`src/common/dpsc_regs.vh`:
```
// Register map and timing constants of the display power save control block
`ifndef DPSC_REGS_VH
`define DPSC_REGS_VH
`define DPSC_ADDR_W 9
`define DPSC_OFS_CFG 9'h1F0
`define DPSC_OFS_STAT 9'h1F1
`define DPSC_OFS_MODE 9'h1F2
`define DPSC_CFG_SAVE 0
`define DPSC_STAT_PANEL 0
`define DPSC_STAT_MEM 1
`define DPSC_MODE_LCD 0
`define DPSC_MODE_CRT 1
`define DPSC_CFG_RST 8'h00
`define DPSC_MODE_RST 8'h03
`define DPSC_CLK_NS 8
`define DPSC_PANEL_STEP_NS 1000
`define DPSC_PANEL_STEPS (`DPSC_PANEL_STEP_NS / `DPSC_CLK_NS)
`define DPSC_SR_NS 200
`define DPSC_SR_CYC ((`DPSC_SR_NS + `DPSC_CLK_NS - 1) / `DPSC_CLK_NS)
`endif

```
`src/verilog/dpsc_panel_seq.v`:
```
// Panel power sequencer: steps the panel down or up and reports when fully off
`include "dpsc_regs.vh"
module dpsc_panel_seq (
  input wire refClk,
  input wire arstN,
  input wire panelOffReq,
  output reg panelDown,
  output wire lcdRun
);
  localparam [3:0] S_DOWN = 4'h1;
  localparam [3:0] S_UP_GO = 4'h2;
  localparam [3:0] S_ON = 4'h4;
  localparam [3:0] S_DN_GO = 4'h8;
  // Step count fits the 8-bit counter; cut to width on purpose
  localparam [31:0] STEPS_W = `DPSC_PANEL_STEPS;
  reg [3:0] state_r;
  reg [7:0] cnt_r;
  wire done = (cnt_r == 8'h00);
  always @(posedge refClk or negedge arstN) begin
    if (!arstN) begin
      state_r <= S_DOWN;
      cnt_r <= 8'h00;
      panelDown <= 1'b1;
    end else begin
      if (!done)
        cnt_r <= cnt_r - 8'h01;
      case (state_r)
        S_DOWN: begin
          if (!panelOffReq) begin
            state_r <= S_UP_GO;
            cnt_r <= STEPS_W[7:0];
            panelDown <= 1'b0;
          end
        end
        S_UP_GO: begin
          if (panelOffReq) begin
            state_r <= S_DN_GO;
            cnt_r <= STEPS_W[7:0];
          end else if (done)
            state_r <= S_ON;
        end
        S_ON: begin
          if (panelOffReq) begin
            state_r <= S_DN_GO;
            cnt_r <= STEPS_W[7:0];
          end
        end
        S_DN_GO: begin
          if (done) begin
            state_r <= S_DOWN;
            panelDown <= 1'b1;
          end
        end
        default: begin
          state_r <= S_DOWN;
          panelDown <= 1'b1;
        end
      endcase
    end
  end
  // Panel data only while fully up, so power steps never see live data
  assign lcdRun = (state_r == S_ON);
endmodule

```
`src/verilog/dpsc_mem_ctl.v`:
```
// SDRAM power state: enters self-refresh on request and reports the interface down
`include "dpsc_regs.vh"
module dpsc_mem_ctl (
  input wire refClk,
  input wire arstN,
  input wire saveReq,
  output reg memDown,
  output reg selfRefresh,
  output wire memClkEn
);
  reg [7:0] cnt_r;
  localparam [31:0] SR_CYC_W = `DPSC_SR_CYC;
  always @(posedge refClk or negedge arstN) begin
    if (!arstN) begin
      cnt_r <= 8'h00;
      memDown <= 1'b0;
      selfRefresh <= 1'b0;
    end else if (saveReq) begin
      selfRefresh <= 1'b1;
      if (cnt_r != SR_CYC_W[7:0])
        cnt_r <= cnt_r + 8'h01;
      else
        memDown <= 1'b1;
    end else begin
      // Leaving: report active and exit self-refresh in the same cycle
      memDown <= 1'b0;
      selfRefresh <= 1'b0;
      cnt_r <= 8'h00;
    end
  end
  // Interface clock gated once down
  assign memClkEn = !memDown;
endmodule

```
`src/verilog/dpsc_top.v`:
```
// Display power save control: registers, access gating and output shutdown
// Contract
// - Writing 1 to config bit 0 enters power save.
// - Power save disables LCD and CRT/TV outputs.
// - Power save refuses display memory access, keeps register access.
// - Power save keeps SDRAM in self-refresh.
// - Status bit 0 is 1 only when panel fully down.
// - Panel status bit reads 1 after reset.
// - Status bit 1 is 1 when SDRAM interface down in self-refresh.
// - Memory status rises shortly after power save entry.
// - Memory status bit clears to 0 at reset.
// - LCD lookup table stays reachable; needs pixel clock if only LCD off.
// - CRT/TV lookup table stays reachable; needs its clock if only it off.
// - Internal clock networks gated when unneeded.
// - Unused display pipelines shut down per selected mode.
`include "dpsc_regs.vh"
module dpsc_top (
  input wire ref_clk,
  input wire arst_n,
  input wire [8:0] regAddr,
  input wire [7:0] regWdata,
  input wire regWr,
  input wire regRd,
  output reg [7:0] regRdata,
  input wire memReq,
  output wire memGrant,
  output wire memRefused,
  input wire lcdLutReq,
  input wire lcdPixClkOk,
  output wire lcdLutGrant,
  input wire crtLutReq,
  input wire crtPixClkOk,
  output wire crtLutGrant,
  input wire [15:0] lcdDataIn,
  output reg [15:0] lcdData,
  output reg lcdEn,
  output reg crtEn,
  output wire lcdPipeClkEn,
  output wire crtPipeClkEn,
  output wire memClkEn,
  output wire sdramSelfRefresh
);
  reg [7:0] cfg_r;
  reg [7:0] mode_r;
  reg lcdOkS1_r;
  reg lcdOk_r;
  reg crtOkS1_r;
  reg crtOk_r;
  wire panelDown;
  wire lcdRun;
  wire memDown;
  wire saveOn = cfg_r[`DPSC_CFG_SAVE];
  wire lcdSel = mode_r[`DPSC_MODE_LCD];
  wire crtSel = mode_r[`DPSC_MODE_CRT];
  wire lcdActive = lcdSel && !saveOn;
  wire crtActive = crtSel && !saveOn;

  function hit;
    input [8:0] a;
    input [8:0] ofs;
    begin
      hit = (a == ofs);
    end
  endfunction

  // Pixel clock presence flags come from another domain
  always @(posedge ref_clk or negedge arst_n) begin
    if (!arst_n) begin
      lcdOkS1_r <= 1'b0;
      lcdOk_r <= 1'b0;
      crtOkS1_r <= 1'b0;
      crtOk_r <= 1'b0;
    end else begin
      lcdOkS1_r <= lcdPixClkOk;
      lcdOk_r <= lcdOkS1_r;
      crtOkS1_r <= crtPixClkOk;
      crtOk_r <= crtOkS1_r;
    end
  end

  // Register file stays live in every mode
  always @(posedge ref_clk or negedge arst_n) begin
    if (!arst_n) begin
      cfg_r <= `DPSC_CFG_RST;
      mode_r <= `DPSC_MODE_RST;
      regRdata <= 8'h00;
    end else begin
      if (regWr && hit(regAddr, `DPSC_OFS_CFG))
        cfg_r <= {7'h00, regWdata[`DPSC_CFG_SAVE]};
      if (regWr && hit(regAddr, `DPSC_OFS_MODE))
        mode_r <= {6'h00, regWdata[1:0]};
      regRdata <= 8'h00;
      if (regRd) begin
        if (hit(regAddr, `DPSC_OFS_CFG))
          regRdata <= cfg_r;
        else if (hit(regAddr, `DPSC_OFS_STAT))
          regRdata <= {6'h00, memDown, panelDown};
        else if (hit(regAddr, `DPSC_OFS_MODE))
          regRdata <= mode_r;
      end
    end
  end

  dpsc_panel_seq uPanel (
    .refClk(ref_clk),
    .arstN(arst_n),
    .panelOffReq(!lcdActive),
    .panelDown(panelDown),
    .lcdRun(lcdRun)
  );

  dpsc_mem_ctl uMem (
    .refClk(ref_clk),
    .arstN(arst_n),
    .saveReq(saveOn),
    .memDown(memDown),
    .selfRefresh(sdramSelfRefresh),
    .memClkEn(memClkEn)
  );

  // Display memory closed from the entry write on, not only once SDRAM is down
  assign memGrant = memReq && !saveOn && !sdramSelfRefresh;
  assign memRefused = memReq && !memGrant;

  // Lookup tables: in power save served on the host clock; with only the
  // display off they sit in the pixel domain and need its clock
  assign lcdLutGrant = lcdLutReq && (saveOn || lcdSel || lcdOk_r);
  assign crtLutGrant = crtLutReq && (saveOn || crtSel || crtOk_r);

  assign lcdPipeClkEn = lcdActive || !panelDown;
  assign crtPipeClkEn = crtActive;

  always @(posedge ref_clk or negedge arst_n) begin
    if (!arst_n) begin
      lcdData <= 16'h0000;
      lcdEn <= 1'b0;
      crtEn <= 1'b0;
    end else begin
      lcdEn <= lcdRun;
      lcdData <= lcdRun ? lcdDataIn : 16'h0000;
      crtEn <= crtActive;
    end
  end
endmodule

```
`config.mk`:
```
export PLATFORM = sky130hd
export DESIGN_NAME = dpsc_top
export DESIGN_NICKNAME = d
export VERILOG_FILES = /design/src/verilog/dpsc_panel_seq.v /design/src/verilog/dpsc_mem_ctl.v /design/src/verilog/dpsc_top.v
export VERILOG_INCLUDE_DIRS = /design/src /design/src/common
export SDC_FILE = /design/constraint.sdc
export NUM_CORES = 1
export LEC_CHECK = 0
export ABC_AREA = 1
export BUFFER_PORTS_ARGS = -buffer_cell sky130_fd_sc_hd__buf_4
export CAP_MARGIN = 20
export CORE_MARGIN = 1
export CORE_UTILIZATION = 45
export CTS_CLUSTER_DIAMETER = 40
export DETAILED_ROUTE_END_ITERATION = 10
export PLACE_DENSITY = 0.72
export SYNTH_ARGS = -nofsm -noshare
export SYNTH_HDL_FRONTEND = slang
export SYNTH_SLANG_ARGS = --single-unit
export TNS_END_PERCENT = 10
```
`constraint.sdc`:
```
create_clock -name ref_clk -period 2.02 [get_ports ref_clk]
set_clock_uncertainty 0.1 [all_clocks]
set_input_delay 0.202 -clock ref_clk [delete_from_list [all_inputs] [get_ports ref_clk]]
set_output_delay 0.202 -clock ref_clk [all_outputs]
set_load 0.005 [all_outputs]
```
Word-level counts from Yosys, hierarchy flattened
Index checks and enable logic that the tools add are counted.

Register bits: 56. Memories kept: 0. Bits in read-only memories: 0. Output and inout port bits: 34. Logic and storage cells: 79. Bits of input ports: 42. Latch bits: 0. Memory bits (writable): 0.

$mul: 0. Mux-type cells: 23. Div/mod/pow operators: 0. Magnitude comparators: 0. Add/subtract/negate cells: 2. Eq/ne operators: 14. Bitwise logic cells: 1. Reduce and logical (&&, ||, !) cells: 23. Shift operators: 0.

Operators with widths (number): $mux 8 (6); $eq 9x9->1 const B (3); $mux 4 (5); $mux 16 (1); $pmux 4 s4 (1); $pmux 8 s2 (1); $logic_and 1x1->1 (9); $add 8x1->8 const B (1); $logic_not 8->1 (1); $ne 8x5->1 const B (1); $sub 8x1->8 const B (1); $mux 2 (3); $ne 2x2->1 const B (3); $logic_not 1->1 (5); $logic_or 1x1->1 (5); $mux 1 (5); $eq 4x1->1 const B (1); $eq 4x2->1 const B (1); $eq 4x3->1 const B (1); $eq 4x4->1 const B (1); $ne 2x1->1 const B (2); $reduce_and 4->1 (1); $ne 3x2->1 const B (1); $pmux 1 s3 (1); other kinds (3) (3).

Logic depth before layout (Yosys ltp)
Gate-level depths: netlist (run 1).

Depth after elaboration: 5. Depth in mapped cells: 9. Mapped depth without buffers: 9.

Modules after synthesis
Synthesis (run 1) repeated with hierarchy kept, for this count alone.

Cells, all modules: 283. Area total of the unflattened synthesis: 2404.8 µm².

By module, submodules not included: dpsc_top (times used 1, cells each 115, area an instance 1093.5 µm², sequential area each 678.2 µm²); dpsc_panel_seq (times used 1, cells each 100, area an instance 793.3 µm², sequential area each 327.8 µm²); dpsc_mem_ctl (times used 1, cells each 68, area an instance 518.0 µm², sequential area each 250.2 µm²).

Worst setup path before layout (run 1)
Ideal clock, no wire load.

Path kind: reg-to-reg. From: register uPanel.cnt_r[0]. To: register uPanel.cnt_r[0]. Period minus slack after synthesis: 1332 ps. Arrival time: 1112 ps. Data required time: 1801 ps. Stages on the path, launching flop included: 9. Buffers on the path: 1. Path slack: 688 ps. Library setup time: 119 ps. Cells stage by stage: dfrtp_1 > inv_1 > ha_1 > inv_1 > nor2_1 > nand2_2 > buf_6 > nor2_1 > o21ai_2.

Longest elaborated chain between the ends: 4. Elaborated cells between the ends (all ways): 6. Classes of those cells: 1 x add/sub; 4 x mux; 1 x reduce/logical.

RTL lines: from (decl) (RTL line dpsc_panel_seq.v:17) `reg [7:0] cnt_r;`; from (signal assigned) (RTL line dpsc_panel_seq.v:26) `cnt_r <= cnt_r - 8'h01;`; from (signal assigned) (RTL line dpsc_panel_seq.v:31) `cnt_r <= STEPS_W[7:0];`; from (signal assigned) (RTL line dpsc_panel_seq.v:38) `cnt_r <= STEPS_W[7:0];`; $sub 8x1->8 / $logic_not 8->1 (equally long branches) (RTL line dpsc_panel_seq.v:26, dpsc_panel_seq.v:18); $mux 8 (*) (RTL line dpsc_panel_seq.v:25) `if (!done)`; $mux 8, on equally long branches (RTL line dpsc_panel_seq.v:36, dpsc_panel_seq.v:43, dpsc_panel_seq.v:29); $pmux 8 s2 (*) (RTL line dpsc_panel_seq.v:27) `case (state_r)`.

Mark *: on every way between the ends. The rest lies on a longest branch, timed or not. A chain may end at the register's enable or synchronous reset.

Final worst setup path (run 1)
From: register cfg_r[0]. To: output lcdPipeClkEn.

Longest elaborated chain between the ends: 3.

RTL lines: from (decl) (RTL line dpsc_top.v:43) `reg [7:0] cfg_r;`; from (signal assigned) (RTL line dpsc_top.v:84) `` cfg_r <= `DPSC_CFG_RST; ``; from (signal assigned) (RTL line dpsc_top.v:89) `` cfg_r <= {7'h00, regWdata[`DPSC_CFG_SAVE]}; ``; $logic_not 1->1 (RTL line dpsc_top.v:55) `wire lcdActive = lcdSel && !saveOn;`; $logic_and 1x1->1 (RTL line dpsc_top.v:55); $logic_or 1x1->1 (RTL line dpsc_top.v:130) `assign lcdPipeClkEn = lcdActive || !panelDown;`; to (decl) (RTL line dpsc_top.v:38) `output wire lcdPipeClkEn,`.

No other way between the ends.

==> results by group, run 1 <==
Status
  – Status: complete, no violations

Synthesis
  – Synth top area share: 0.494
  – Largest family of logic cells by synthesized area: simple AND/OR/NAND/NOR gates
  – Mux cell area share after synthesis: 0
  – Post-synthesis simple-gate area fraction: 0.257
  – YS warnings: 0
  – Cell accounting for the most synthesized area: dfrtp_1
  – XOR/XNOR Fraction of Synth Area: 0.00376
  – Register area share after synthesis: 0.539
  – Adder-Cell Fraction of Synth Area: 0.0215
  – Synth unique cells: 34
  – Post-synth EDFFs: 0
  – FFs w/ async S/R, synth: 1.00
  – Post-synth top cells: 49 x inv_1, 47 x nor2_1, 46 x dfrtp_1, 41 x nand2_1, 14 x nand3_1
  – Main synth FF type: dfrtp_1
  – Post-Synthesis Cells: 270
  – Mapped Area: 2330 um2
  – Top cells by area, synth: dfrtp_1 49%, inv_1 7.9%, nor2_1 7.6%, nand2_1 6.6%, dfstp_2 4.5%
  – Most frequent cell after synthesis: inv_1
  – Synthesized area per cell: 8.64 um2
  – FF+latch count, synth: 50
  – Post-synthesis compound-gate area fraction: 0.0633

Route
  – Via Count: 1,863
  – Wire per inst: 10.8 um
  – Post-route DRC: 0
  – Final wirelength: 4370 um
  – Drt first pass iters: 4
  – Post-DR vias/cell: 4.59
  – Initial drt markers: 88
  – Routed Antenna Nets: 0

Floorplanning
  – Die Footprint: 5470 um2
  – # IOs: 76
  – DIE HEIGHT: 74.0 um
  – CORE AREA: 4850 um2
  – Die width: 74.0 um
  – Row count: 25
  – Initial Util: 0.481

Clock network
  – CTS Root Cell: clkbuf_8
  – Clk pin slew, worst setup/hold paths: 80 ps
  – TritonCTS clock tree: built
  – Clk buf depth: 2
  – Resized cells post-CTS: 0
  – Sink Count: 50
  – H-tree Lvls: 2
  – Worst skew pair latency: 300 ps
  – Total CTS buffers: 5

Timing
  – Total negative setup slack: 0 ps
  – Tcrit/Tclk final: 0.831
  – Max-slew headroom: 0.600
  – Max frequency: 596 MHz
  – Setup ws final: 341 ps
  – Max-slew violations: 0
  – Tmin final: 1680 ps
  – # setup viols final: 0
  – Slew @ Worst Pin: 601 ps
  – Final Hold Viols: 0
  – RSZ-0062 raised after global routing: false
  – Hold slack: 17.6 ps

Placement
  – GPL Wtd Cong: 0.947
  – Hpwl dp: 3220 um
  – Pre-CTS setup slack: 546 ps
  – Placed insts: 396
  – IO Port Bufs: 63
  – Placed inst area: 2840 um2

Hold path
  – Worst Hold Class: primary input to register
  – Hold Startpoint: lcdDataIn[11]
  – Hold Path End: lcdData[11]$_DFF_PN0_
  – Hold path depth: 3

Critical path
  – Max stage delay on crit path: 580 ps
  – Slowest library cell on the worst path: dfrtp_1
  – CP Max Fanout: 11
  – CP required: 1720 ps
  – Crit path arrival time: 1380 ps
  – Setup crit end kind: primary output
  – Reg2reg end: uPanel.panelDown$_DFFE_PN1P_
  – Crit Path Category: register to primary output
  – Crit start category: register
  – Worst-case reg-to-reg path depth: 8
  – Critical path, cell by cell: inv_2, nand2_4, nand2_1, buf_4
  – R2R Setup Slk: 530 ps
  – Bufs and invs on worst path: 2
  – FF-to-FF Start: uPanel.cnt_r[0]$_DFF_PN0_
  – Cell family with most CP delay: flip-flops

Layout
  – Layout cell share with drive strength beyond 1: 0.268
  – Design Area, Final: 2950 um2
  – # diodes: 0
  – Post-Route Utilization: 0.607
  – P&R area growth vs syn: 26.3%
  – Finished Layout Cells: 406
  – Total Nets Final: 385

Global routing
  – Largest net degree at the start of global routing: 51
  – Grt ovf: 0
  – GRT Overall Usage: 0.178
  – Vias in the first global route: 1,752
  – First-pass GRT wire length: 7370 um
  – Initial antenna violation count: 0

Job
  – Max_cap viols: 0

Power and ir drop
  – Tot Pwr: 2.53 mW
  – Power density cells: 858 nW/um2
  – Peak supply drop: 0.447 mV
  – Leakage power total: 1.68 nW
-- worst max-delay path by stage --
stage                                    from  cells past startpoint  slack [ps]                             to
global placement    uPanel.cnt_r[0]$_DFF_PN0_                      8         590  uPanel.state_r[0]$_DFFE_PN1P_
finish                   cfg_r[0]$_DFFE_PN0P_                      4         340                   lcdPipeClkEn
CTS                      cfg_r[0]$_DFFE_PN0P_                      4         310                   lcdPipeClkEn
detailed placement  uPanel.cnt_r[0]$_DFF_PN0_                      8         550   uPanel.panelDown$_DFFE_PN1P_
global route             cfg_r[0]$_DFFE_PN0P_                      4         250                   lcdPipeClkEn
floorplan           uPanel.cnt_r[0]$_DFF_PN0_                      8         690      uPanel.cnt_r[0]$_DFF_PN0_
-- layout by cell type (no fill, tap or decap) --
cell | synthesis | layout
a31oi_1 | 1 | 1
or2_2 | 1 | 1
nor3_2 | 1 | 1
nand2b_1 | 1 | 1
nor2_1 | 47 | 47
inv_1 | 49 | 49
nand4_1 | 8 | 8
nand2_2 | 5 | 5
a21oi_1 | 5 | 5
inv_2 | 2 | 2
o2111ai_1 | 1 | 1
clkbuf_1 | 0 | 2
o21bai_1 | 1 | 1
nand3_4 | 1 | 1
nand2_4 | 1 | 1
nor3_1 | 5 | 5
o21ai_2 | 3 | 3
nor2_2 | 3 | 3
nand2_1 | 41 | 41
clkbuf_8 | 0 | 5
dlygate4sd3_1 | 0 | 3
inv_4 | 1 | 1
xor2_1 | 1 | 1
o31a_1 | 2 | 2
o21ai_4 | 1 | 1
dfrtp_1 | 46 | 46
nor3b_1 | 1 | 1
o21ai_0 | 7 | 7
nand3_1 | 14 | 14
nand3b_1 | 2 | 2
ha_1 | 4 | 4
buf_4 | 7 | 63
conb_1 | 1 | 6
o21ai_1 | 1 | 1
dfstp_2 | 4 | 4
-- kinds of logic after synthesis --
family / after synthesis
flip-flops: 50
buffers and inverters: 61
other: 1
AND/OR/NAND/NOR: 131
adder cells (fa/ha/maj): 4
AO/OA/AOI/OAI: 22
XOR/XNOR: 1
-- sequential cells by signal, summed over array words and instances (netlist names) --
name,flops
lcdData,16
uMem.cnt_r,8
uPanel.cnt_r,8
uPanel.state_r,4
mode_r,2
regRdata,2
cfg_r,1
crtEn,1
crtOkS1_r,1
crtOk_r,1
lcdEn,1
lcdOkS1_r,1
lcdOk_r,1
uMem.memDown,1
uMem.selfRefresh,1
uPanel.panelDown,1
-- tightest hold or removal path, stage by stage --
cell,delay [ps]
buf_4,100
inv_1,40
nor2_1,30
-- routing by layer --
layer | part of all wire | GRT usage | up-vias
li1 | - | - | 955
met1 | 0.43 | 0.211 | 851
met2 | 0.47 | 0.283 | 50
met3 | 0.079 | 0.0664 | 7
met4 | 0.017 | 0.0940 | 0
met5 | 0 | 0 | -
-- repair_timing --
item,4_1_cts,5_1_grt
hold buffers,3,0
setup buffers,0,0
endpoints found under the hold margin,48,0
-- final cells by class --
cell class	instances	area, um2
clock buffers	7	76.3
flip-flops and latches	50	1260
multi-input cells	164	828
fillers	421	1900
repair buffers	66	503
well taps	67	83.8
inverters	52	198
-- power by group --
group | switching, mW | internal [mW]
registers | 0.143 | 1.18
clock network | 0.293 | 0.239
logic | 0.368 | 0.305
Note: power is estimated with default switching activity, not from simulation.
==> run 2: changes to the inputs <==
--- a/config.mk
+++ b/config.mk
@@ -6,14 +6,14 @@
 export SDC_FILE = /design/constraint.sdc
 export NUM_CORES = 1
 export LEC_CHECK = 0
-export ABC_AREA = 1
+export ABC_AREA = 0
 export BUFFER_PORTS_ARGS = -buffer_cell sky130_fd_sc_hd__buf_4
 export CAP_MARGIN = 20
 export CORE_MARGIN = 1
 export CORE_UTILIZATION = 45
 export CTS_CLUSTER_DIAMETER = 40
 export DETAILED_ROUTE_END_ITERATION = 10
-export PLACE_DENSITY = 0.72
+export PLACE_DENSITY = 0.75
 export SYNTH_ARGS = -nofsm -noshare
 export SYNTH_HDL_FRONTEND = slang
 export SYNTH_SLANG_ARGS = --single-unit
==> constraint.sdc (replaced) <==
create_clock -name ref_clk -period 1.4 [get_ports ref_clk]
set_clock_uncertainty 0.1 [all_clocks]
set_input_delay 0.14 -clock ref_clk [delete_from_list [all_inputs] [get_ports ref_clk]]
set_output_delay 0.14 -clock ref_clk [all_outputs]
set_load 0.005 [all_outputs]
==> run 2 against run 1 <==
  * The run now ends with setup timing left
  * Largest power group unchanged
  * Critical path type is now register to register
  * Via count grew 7.0%
  * Power grew 63%
  * Utilization grew 14 points
  * Flip-flop and latch count is the same
  * Worst hold slack gained 83 ps
  * Synthesized cell count shrank 25%
  * Largest cell class unchanged
  * Die area shrank 2.5%
  * First-iteration DRC count shrank 14%
  * Combinational power grew 120%
==> results by group, run 2 <==
Placement
  – GPL Wtd Cong: 0.856 (-9.6%)
  – IO Port Bufs: 63 (unchanged)
  – Pre-CTS setup slack: -406 ps (-953 ps)
  – Placed inst area: 3050 um2 (+7.4%)
  – Hpwl dp: 3550 um (+10%)

Timing
  – Max-slew violations: 0 (unchanged)
  – Setup ws final: -352 ps (-693 ps)
  – RSZ-0062 raised after global routing: true
  – Max frequency: 571 MHz
  – Final Hold Viols: 0 (unchanged)
  – # setup viols final: 21 (+21)
  – Total negative setup slack: -3730 ps (-3730 ps)
  – Tcrit/Tclk final: 1.25
  – Tmin final: 1750 ps

Synthesis
  – Top cells by area, synth: dfrtp_1 51%, and2_1 5.0%, dfstp_2 4.6%, o21ai_0 3.3%, ha_1 2.2%
  – Synth top area share: 0.507 (+0.0130)
  – FFs w/ async S/R, synth: 1.00 (unchanged)
  – Adder-Cell Fraction of Synth Area: 0.0220 (+0.000567)
  – Post-synth EDFFs: 0 (unchanged)
  – FF+latch count, synth: 50 (unchanged)
  – YS warnings: 0 (unchanged)
  – Mapped Area: 2270 um2 (-2.6%)
  – Post-synthesis simple-gate area fraction: 0.241 (-0.0158)
  – Post-synth top cells: 46 x dfrtp_1, 18 x and2_1, 15 x o21ai_0, 7 x inv_1, 7 x nand3_1
  – Synthesized area per cell: 11.2 um2 (+30%)
  – Cell accounting for the most synthesized area: dfrtp_1
  – Post-synthesis compound-gate area fraction: 0.0964 (+0.0331)
  – Mux cell area share after synthesis: 0.0193 (+0.0193)
  – Main synth FF type: dfrtp_1
  – Largest family of logic cells by synthesized area: simple AND/OR/NAND/NOR gates
  – XOR/XNOR Fraction of Synth Area: 0.0193 (+0.0155)
  – Register area share after synthesis: 0.553 (+0.0142)
  – Most frequent cell after synthesis: dfrtp_1
  – Synth unique cells: 50 (+47%)
  – Post-Synthesis Cells: 202 (-25%)

Power and ir drop
  – Peak supply drop: 0.949 mV (+110%)
  – Leakage power total: 1.69 nW (+0.63%)
  – Power density cells: 1150 nW/um2 (+34%)

Hold path
  – Worst Hold Class: primary input to register

Clock network
  – H-tree Lvls: 2 (unchanged)
  – Sink Count: 50 (unchanged)
  – Worst skew pair latency: 310 ps (about the same)
  – Clk pin slew, worst setup/hold paths: 90 ps (about the same)
  – Total CTS buffers: 5 (unchanged)
  – Clk buf depth: 2 (unchanged)
  – TritonCTS clock tree: built
  – CTS Root Cell: clkbuf_8

Global routing
  – Top Usage Layer GRT: met2
  – Grt ovf: 0 (unchanged)
  – First-pass GRT wire length: 8680 um (+18%)
  – Vias in the first global route: 1,969 (+12%)
  – Initial antenna violation count: 0 (unchanged)
  – GRT Overall Usage: 0.216 (+0.0377)
  – Largest net degree at the start of global routing: 31 (-39%)
  – Grt met3 use: 0.0691 (+0.00267)
  – GR Layer Usage met2: 0.395 (+0.112)
  – Met1 Usage GRT: 0.239 (+0.0272)

Layout
  – Post-Route Utilization: 0.749 (+0.142)
  – P&R area growth vs syn: 57.8%
  – Largest registers: lcdData: 16 flops, uMem.cnt_r: 8 flops, uPanel.cnt_r: 8 flops
  – Design Area, Final: 3590 um2 (+22%)
  – Filler cells: 330 (-22%)
  – Commonest non-fill, non-tap cell in the layout: buf_4
  – Max reg flops: 16 (unchanged)
  – Layout cell share with drive strength beyond 1: 0.474 (+0.205)
  – Commonest non-fill, non-tap cells in the layout: 89 x buf_4, 46 x dfrtp_1, 22 x dlygate4sd3_1
  – Biggest register: lcdData
  – Total Nets Final: 368 (-4.4%)
  – # diodes: 0 (unchanged)

Floorplanning
  – Die Footprint: 5340 um2 (-2.5%)
  – Die width: 73.1 um (-1.3%)
  – DIE HEIGHT: 73.1 um (-1.3%)
  – Row count: 25 (unchanged)
  – CORE AREA: 4790 um2 (-1.3%)
  – Initial Util: 0.475 (-0.00626)
  – # IOs: 76 (unchanged)

Job
  – Max_cap viols: 0 (unchanged)

Route
  – Initial drt markers: 76 (-14%)
  – Via Count: 1,994 (+7.0%)
  – Post-route DRC: 0 (unchanged)
  – Wire per inst: 14.6 um (+36%)
  – Routed Antenna Nets: 0 (unchanged)
  – Post-DR vias/cell: 5.11 (+11%)
  – Drt first pass iters: 4 (unchanged)
  – Final wirelength: 5700 um (+30%)

Status
  – Failing checks: setup timing
  – Status: finished with violations

Critical path
  – CP Max Fanout: 2 (-9)
  – Crit start category: register
  – Crit path arrival time: 1890 ps (+510 ps)
  – CP required: 1540 ps (-180 ps)
  – Crit Path Category: register to register
  – Setup crit end kind: register
==> run 2: cell count changes after synthesis, sizes merged, moves of 6 or more <==
| cell | previous run | this run |
|---|---|---|
| and2 | 0 | 18 |
| inv | 52 | 7 |
| nand2 | 47 | 6 |
| nand3 | 15 | 8 |
| nand4 | 8 | 2 |
| nor2 | 50 | 5 |
==> run 2: where the power goes <==
group,total (mW),internal (mW),switching (mW)
combinational,1.45,0.817,0.635
clock,0.906,0.407,0.499
sequential,1.77,1.60,0.170
==> run 2: cell families (layout without fill, tap and decap cells) <==
group           Yosys count  after routing
mux                       4              4
fa+ha+maj                 4              4
simple gates             83             84
compound gates           35             35
flops                    50             50
xor+xnor                  5              5
buf+inv                  20            135
other cells               1              6
==> run 2: what timing repair did <==
action | in CTS | in global routing
cloned | 1 | 0
endpoints found under the hold margin | 73 | 0
gates resized for setup | 23 | 27
endpoints found under the setup margin | 40 | 42
buffers inserted | 0 | 2
pin swaps | 5 | 7
hold buffers | 22 | 0
==> run 2: worst paths after layout <==
| path | slack [ps] | cells past startpoint | to | from |
|---|---|---|---|---|
| setup / recovery | -350 | 4 | uPanel.cnt_r[7]$_DFF_PN0_ | uPanel.cnt_r[1]$_DFF_PN0_ |
| hold / removal | 100 | 3 | regRdata[0]$_DFF_PN0_ | regAddr[0] |
| setup reg to reg | -350 | 4 | uPanel.cnt_r[7]$_DFF_PN0_ | uPanel.cnt_r[1]$_DFF_PN0_ |
| hold reg to reg | 260 | 0 | lcdOk_r$_DFF_PN0_ | lcdOkS1_r$_DFF_PN0_ |
| max in group asynchronous | 600 | 3 | uPanel.cnt_r[3]$_DFF_PN0_ | arst_n |
| min in group asynchronous | 160 | 2 | uMem.cnt_r[1]$_DFFE_PN0P_ | arst_n |
==> run 2: area by class of cell <==
cell class                 instances  area [um2]  area share
clock inverter                     2        16.3     0.00454
timing repair buffer             120         998       0.278
clock buffer                       6        82.6      0.0230
inverter                           7        26.3     0.00733
multi-input combinational        138        1120       0.313
tap                               67        83.8      0.0234
sequential                        50        1260       0.350
==> run 2: routing by layer <==
metal	wire length, um	vias to the layer above
li1	-	949
met1	2300	963
met2	2950	72
met3	351	10
met4	97	0
met5	0	-
==> run 2: per-stage QoR <==
step,power (mW),hold WS (ps),instances
after floorplan,2.37,-256,207
after global placement,2.84,-50.3,357
after detailed placement,2.89,-49.5,357
after CTS,3.98,101,388
after global routing,4.37,102,390
final,4.13,100,390
==> run 2: worst max-delay path: stages (launching register included) <==
cell      delay, ps
dfrtp_1         420
buf_6           130
or4_4           470
or4_4           420
a21boi_1        150
==> run 3: changes to the inputs <==
--- a/config.mk
+++ b/config.mk
@@ -13,6 +13,7 @@
 export CORE_UTILIZATION = 45
 export CTS_CLUSTER_DIAMETER = 40
 export DETAILED_ROUTE_END_ITERATION = 10
+export GPL_TIMING_DRIVEN = 0
 export PLACE_DENSITY = 0.75
 export SYNTH_ARGS = -nofsm -noshare
 export SYNTH_HDL_FRONTEND = slang
==> run 3 against run 2 <==
  * The run still ends with setup timing left
  * Largest power group unchanged
  * Routed wire length decreased by 14%
  * Register-to-register slack about the same
  * Critical endpoint is now uPanel.cnt_r[1]$_DFF_PN0_
  * Global-route usage is 1.9 points lower
  * Worst hold slack improved by 13 ps
==> results by group, run 3 (same netlist as run 2, synthesis figures left out) <==
Timing
  – RSZ-0062 raised after global routing: true
  – Setup ws final: -358 ps (-6.21 ps)
  – # setup viols final: 31 (+48%)
  – Max-slew headroom: 0.605
  – Max-slew violations: 0 (unchanged)
  – Tcrit/Tclk final: 1.26 (+0.00443)
  – Total negative setup slack: -5630 ps (-1900 ps)
  – Final Hold Viols: 0 (unchanged)
  – Max frequency: 569 MHz (-0.35%)
  – Slew @ Worst Pin: 593 ps
  – Tmin final: 1760 ps (+6.21 ps)

Floorplanning
  – Row count: 25 (unchanged)
  – Die width: 73.1 um (unchanged)
  – Initial Util: 0.475 (unchanged)
  – # IOs: 76 (unchanged)
  – Die Footprint: 5340 um2 (unchanged)
  – DIE HEIGHT: 73.1 um (unchanged)
  – CORE AREA: 4790 um2 (unchanged)

Critical path
  – Crit path arrival time: 1840 ps (-50 ps)
  – Setup crit end kind: register
  – Crit start category: register
  – Bufs and invs on worst path: 2 (+1)
  – Max stage delay on crit path: 460 ps (about the same)
  – CP Max Fanout: 9 (+7)
  – CP required: 1490 ps (-50 ps)
  – Crit Path Category: register to register
  – Critical path, cell by cell: inv_2, ha_4, or4b_4, buf_8, o311a_4
  – Cell family with most CP delay: simple AND/OR/NAND/NOR gates
  – Slowest library cell on the worst path: or4b_4

Layout
  – Commonest non-fill, non-tap cells in the layout: 75 x buf_4, 45 x dfrtp_1, 22 x dlygate4sd3_1
  – Finished Layout Cells: 374 (-4.1%)
  – Biggest register: lcdData
  – Commonest non-fill, non-tap cell in the layout: buf_4
  – # diodes: 0 (unchanged)
  – Design Area, Final: 3410 um2 (-4.8%)
  – Largest registers: lcdData: 16 flops, uMem.cnt_r: 8 flops, uPanel.cnt_r: 8 flops
  – P&R area growth vs syn: 50.3%
  – Filler cells: 356 (+7.9%)
  – Max reg flops: 16 (unchanged)
  – Post-Route Utilization: 0.713 (-0.0358)
  – Layout cell share with drive strength beyond 1: 0.417 (-0.0567)
  – Total Nets Final: 352 (-4.3%)

Placement
  – Placed inst area: 2880 um2 (-5.5%)
  – Placed insts: 337 (-5.6%)
  – GPL Wtd Cong: 0.770 (-10%)
  – Pre-CTS setup slack: -600 ps (-194 ps)
  – IO Port Bufs: 63 (unchanged)
  – Hpwl dp: 3090 um (-13%)

Route
  – Initial drt markers: 48 (-37%)
  – Via Count: 1,867 (-6.4%)
  – Drt first pass iters: 4 (unchanged)
  – Wire per inst: 13.1 um (-10%)
  – Post-DR vias/cell: 4.99 (-2.4%)
  – Final wirelength: 4900 um (-14%)
  – Routed Antenna Nets: 0 (unchanged)
  – Post-route DRC: 0 (unchanged)

Clock network
  – Sink Count: 50 (unchanged)
  – Total CTS buffers: 5 (unchanged)
  – Clk pin slew, worst setup/hold paths: 90 ps (about the same)
  – Clk buf depth: 2 (unchanged)
  – TritonCTS clock tree: built
  – H-tree Lvls: 2 (unchanged)
  – CTS Root Cell: clkbuf_8
  – Worst skew pair latency: 300 ps (about the same)

Global routing
  – Initial antenna violation count: 0 (unchanged)
  – Grt met3 use: 0.0566 (-0.0124)
  – Grt ovf: 0 (unchanged)
  – Met1 Usage GRT: 0.230 (-0.00835)
  – Largest net degree at the start of global routing: 51 (+65%)
  – GRT Overall Usage: 0.197 (-0.0191)
  – Vias in the first global route: 1,818 (-7.7%)
  – GR Layer Usage met2: 0.340 (-0.0556)
  – First-pass GRT wire length: 8000 um (-7.8%)
  – Top Usage Layer GRT: met2

Power and ir drop
  – Leakage power total: 1.60 nW (-5.2%)
  – Power density cells: 1110 nW/um2 (-3.2%)
  – Peak supply drop: 0.712 mV (-25%)

Hold path
  – Worst Hold Class: primary input to register

Job
  – Max_cap viols: 0 (unchanged)

Status
  – Failing checks: setup timing
  – Status: finished with violations
==> run 3: cell count changes in the layout (fill, tap and decap cells not counted), sizes merged <==
cell,before,now
clkinvlp,1,0
or4b,3,2
buf,98,83
clkinv,0,1
==> run 3: final cells by class <==
cell class | instances | area, um2 | share of cell area
flip-flops and latches | 50 | 1260 | 0.368
multi-input cells | 137 | 1100 | 0.322
repair buffers | 92 | 749 | 0.219
plain buffers | 13 | 113 | 0.0330
well taps | 67 | 83.8 | 0.0246
clock buffers | 6 | 72.6 | 0.0213
inverters | 7 | 26.3 | 0.00770
clock inverters | 2 | 13.8 | 0.00403
==> run 3: tightest hold or removal path, delay by kind of cell <==
kind / cells / cell delay (ps)
buf+inv: 1 / 110
simple gates: 1 / 170
compound gates: 1 / 60
==> run 3: path summary, 6_finish.rpt <==
| kind | startpoint | endpoint | slack [ps] | depth (start not counted) |
|---|---|---|---|---|
| max | uPanel.cnt_r[0]$_DFF_PN0_ | uPanel.cnt_r[1]$_DFF_PN0_ | -360 | 5 |
| min | regAddr[0] | regRdata[0]$_DFF_PN0_ | 110 | 3 |
| max reg2reg | uPanel.cnt_r[0]$_DFF_PN0_ | uPanel.cnt_r[1]$_DFF_PN0_ | -360 | 5 |
| min reg2reg | crtOkS1_r$_DFF_PN0_ | crtOk_r$_DFF_PN0_ | 250 | 0 |
| max in group asynchronous | arst_n | uPanel.cnt_r[2]$_DFF_PN0_ | 470 | 2 |
| min in group asynchronous | arst_n | lcdOk_r$_DFF_PN0_ | 290 | 2 |
==> run 3: layer usage <==
layer	part of all wire	wire (um)
met1	0.42	2040
met2	0.50	2430
met3	0.073	357
met4	0.016	80
met5	0	0
==> run 3: power breakdown <==
group / switching [mW] / internal, mW
Combinational: 0.510 / 0.680
Sequential: 0.206 / 1.60
Clock: 0.451 / 0.356
Total: 1.17 / 2.64
==> run 3: repair_timing <==
item,in CTS,in global routing
setup endpoints to repair,40,42
pin swaps,7,8
hold buffers,22,0
hold endpoints to repair,69,0
gates resized for setup,26,18
setup buffers,4,3
gates cloned,0,0
==> run 3: stage by stage <==
stage          hold WS (ps)  power [mW]
3_3_place_gp           98.8        2.62
2_1_floorplan          -256        2.37
5_1_grt                 118        4.05
4_1_cts                 116        3.69
6_report                113        3.81
3_5_place_dp           94.0        2.65
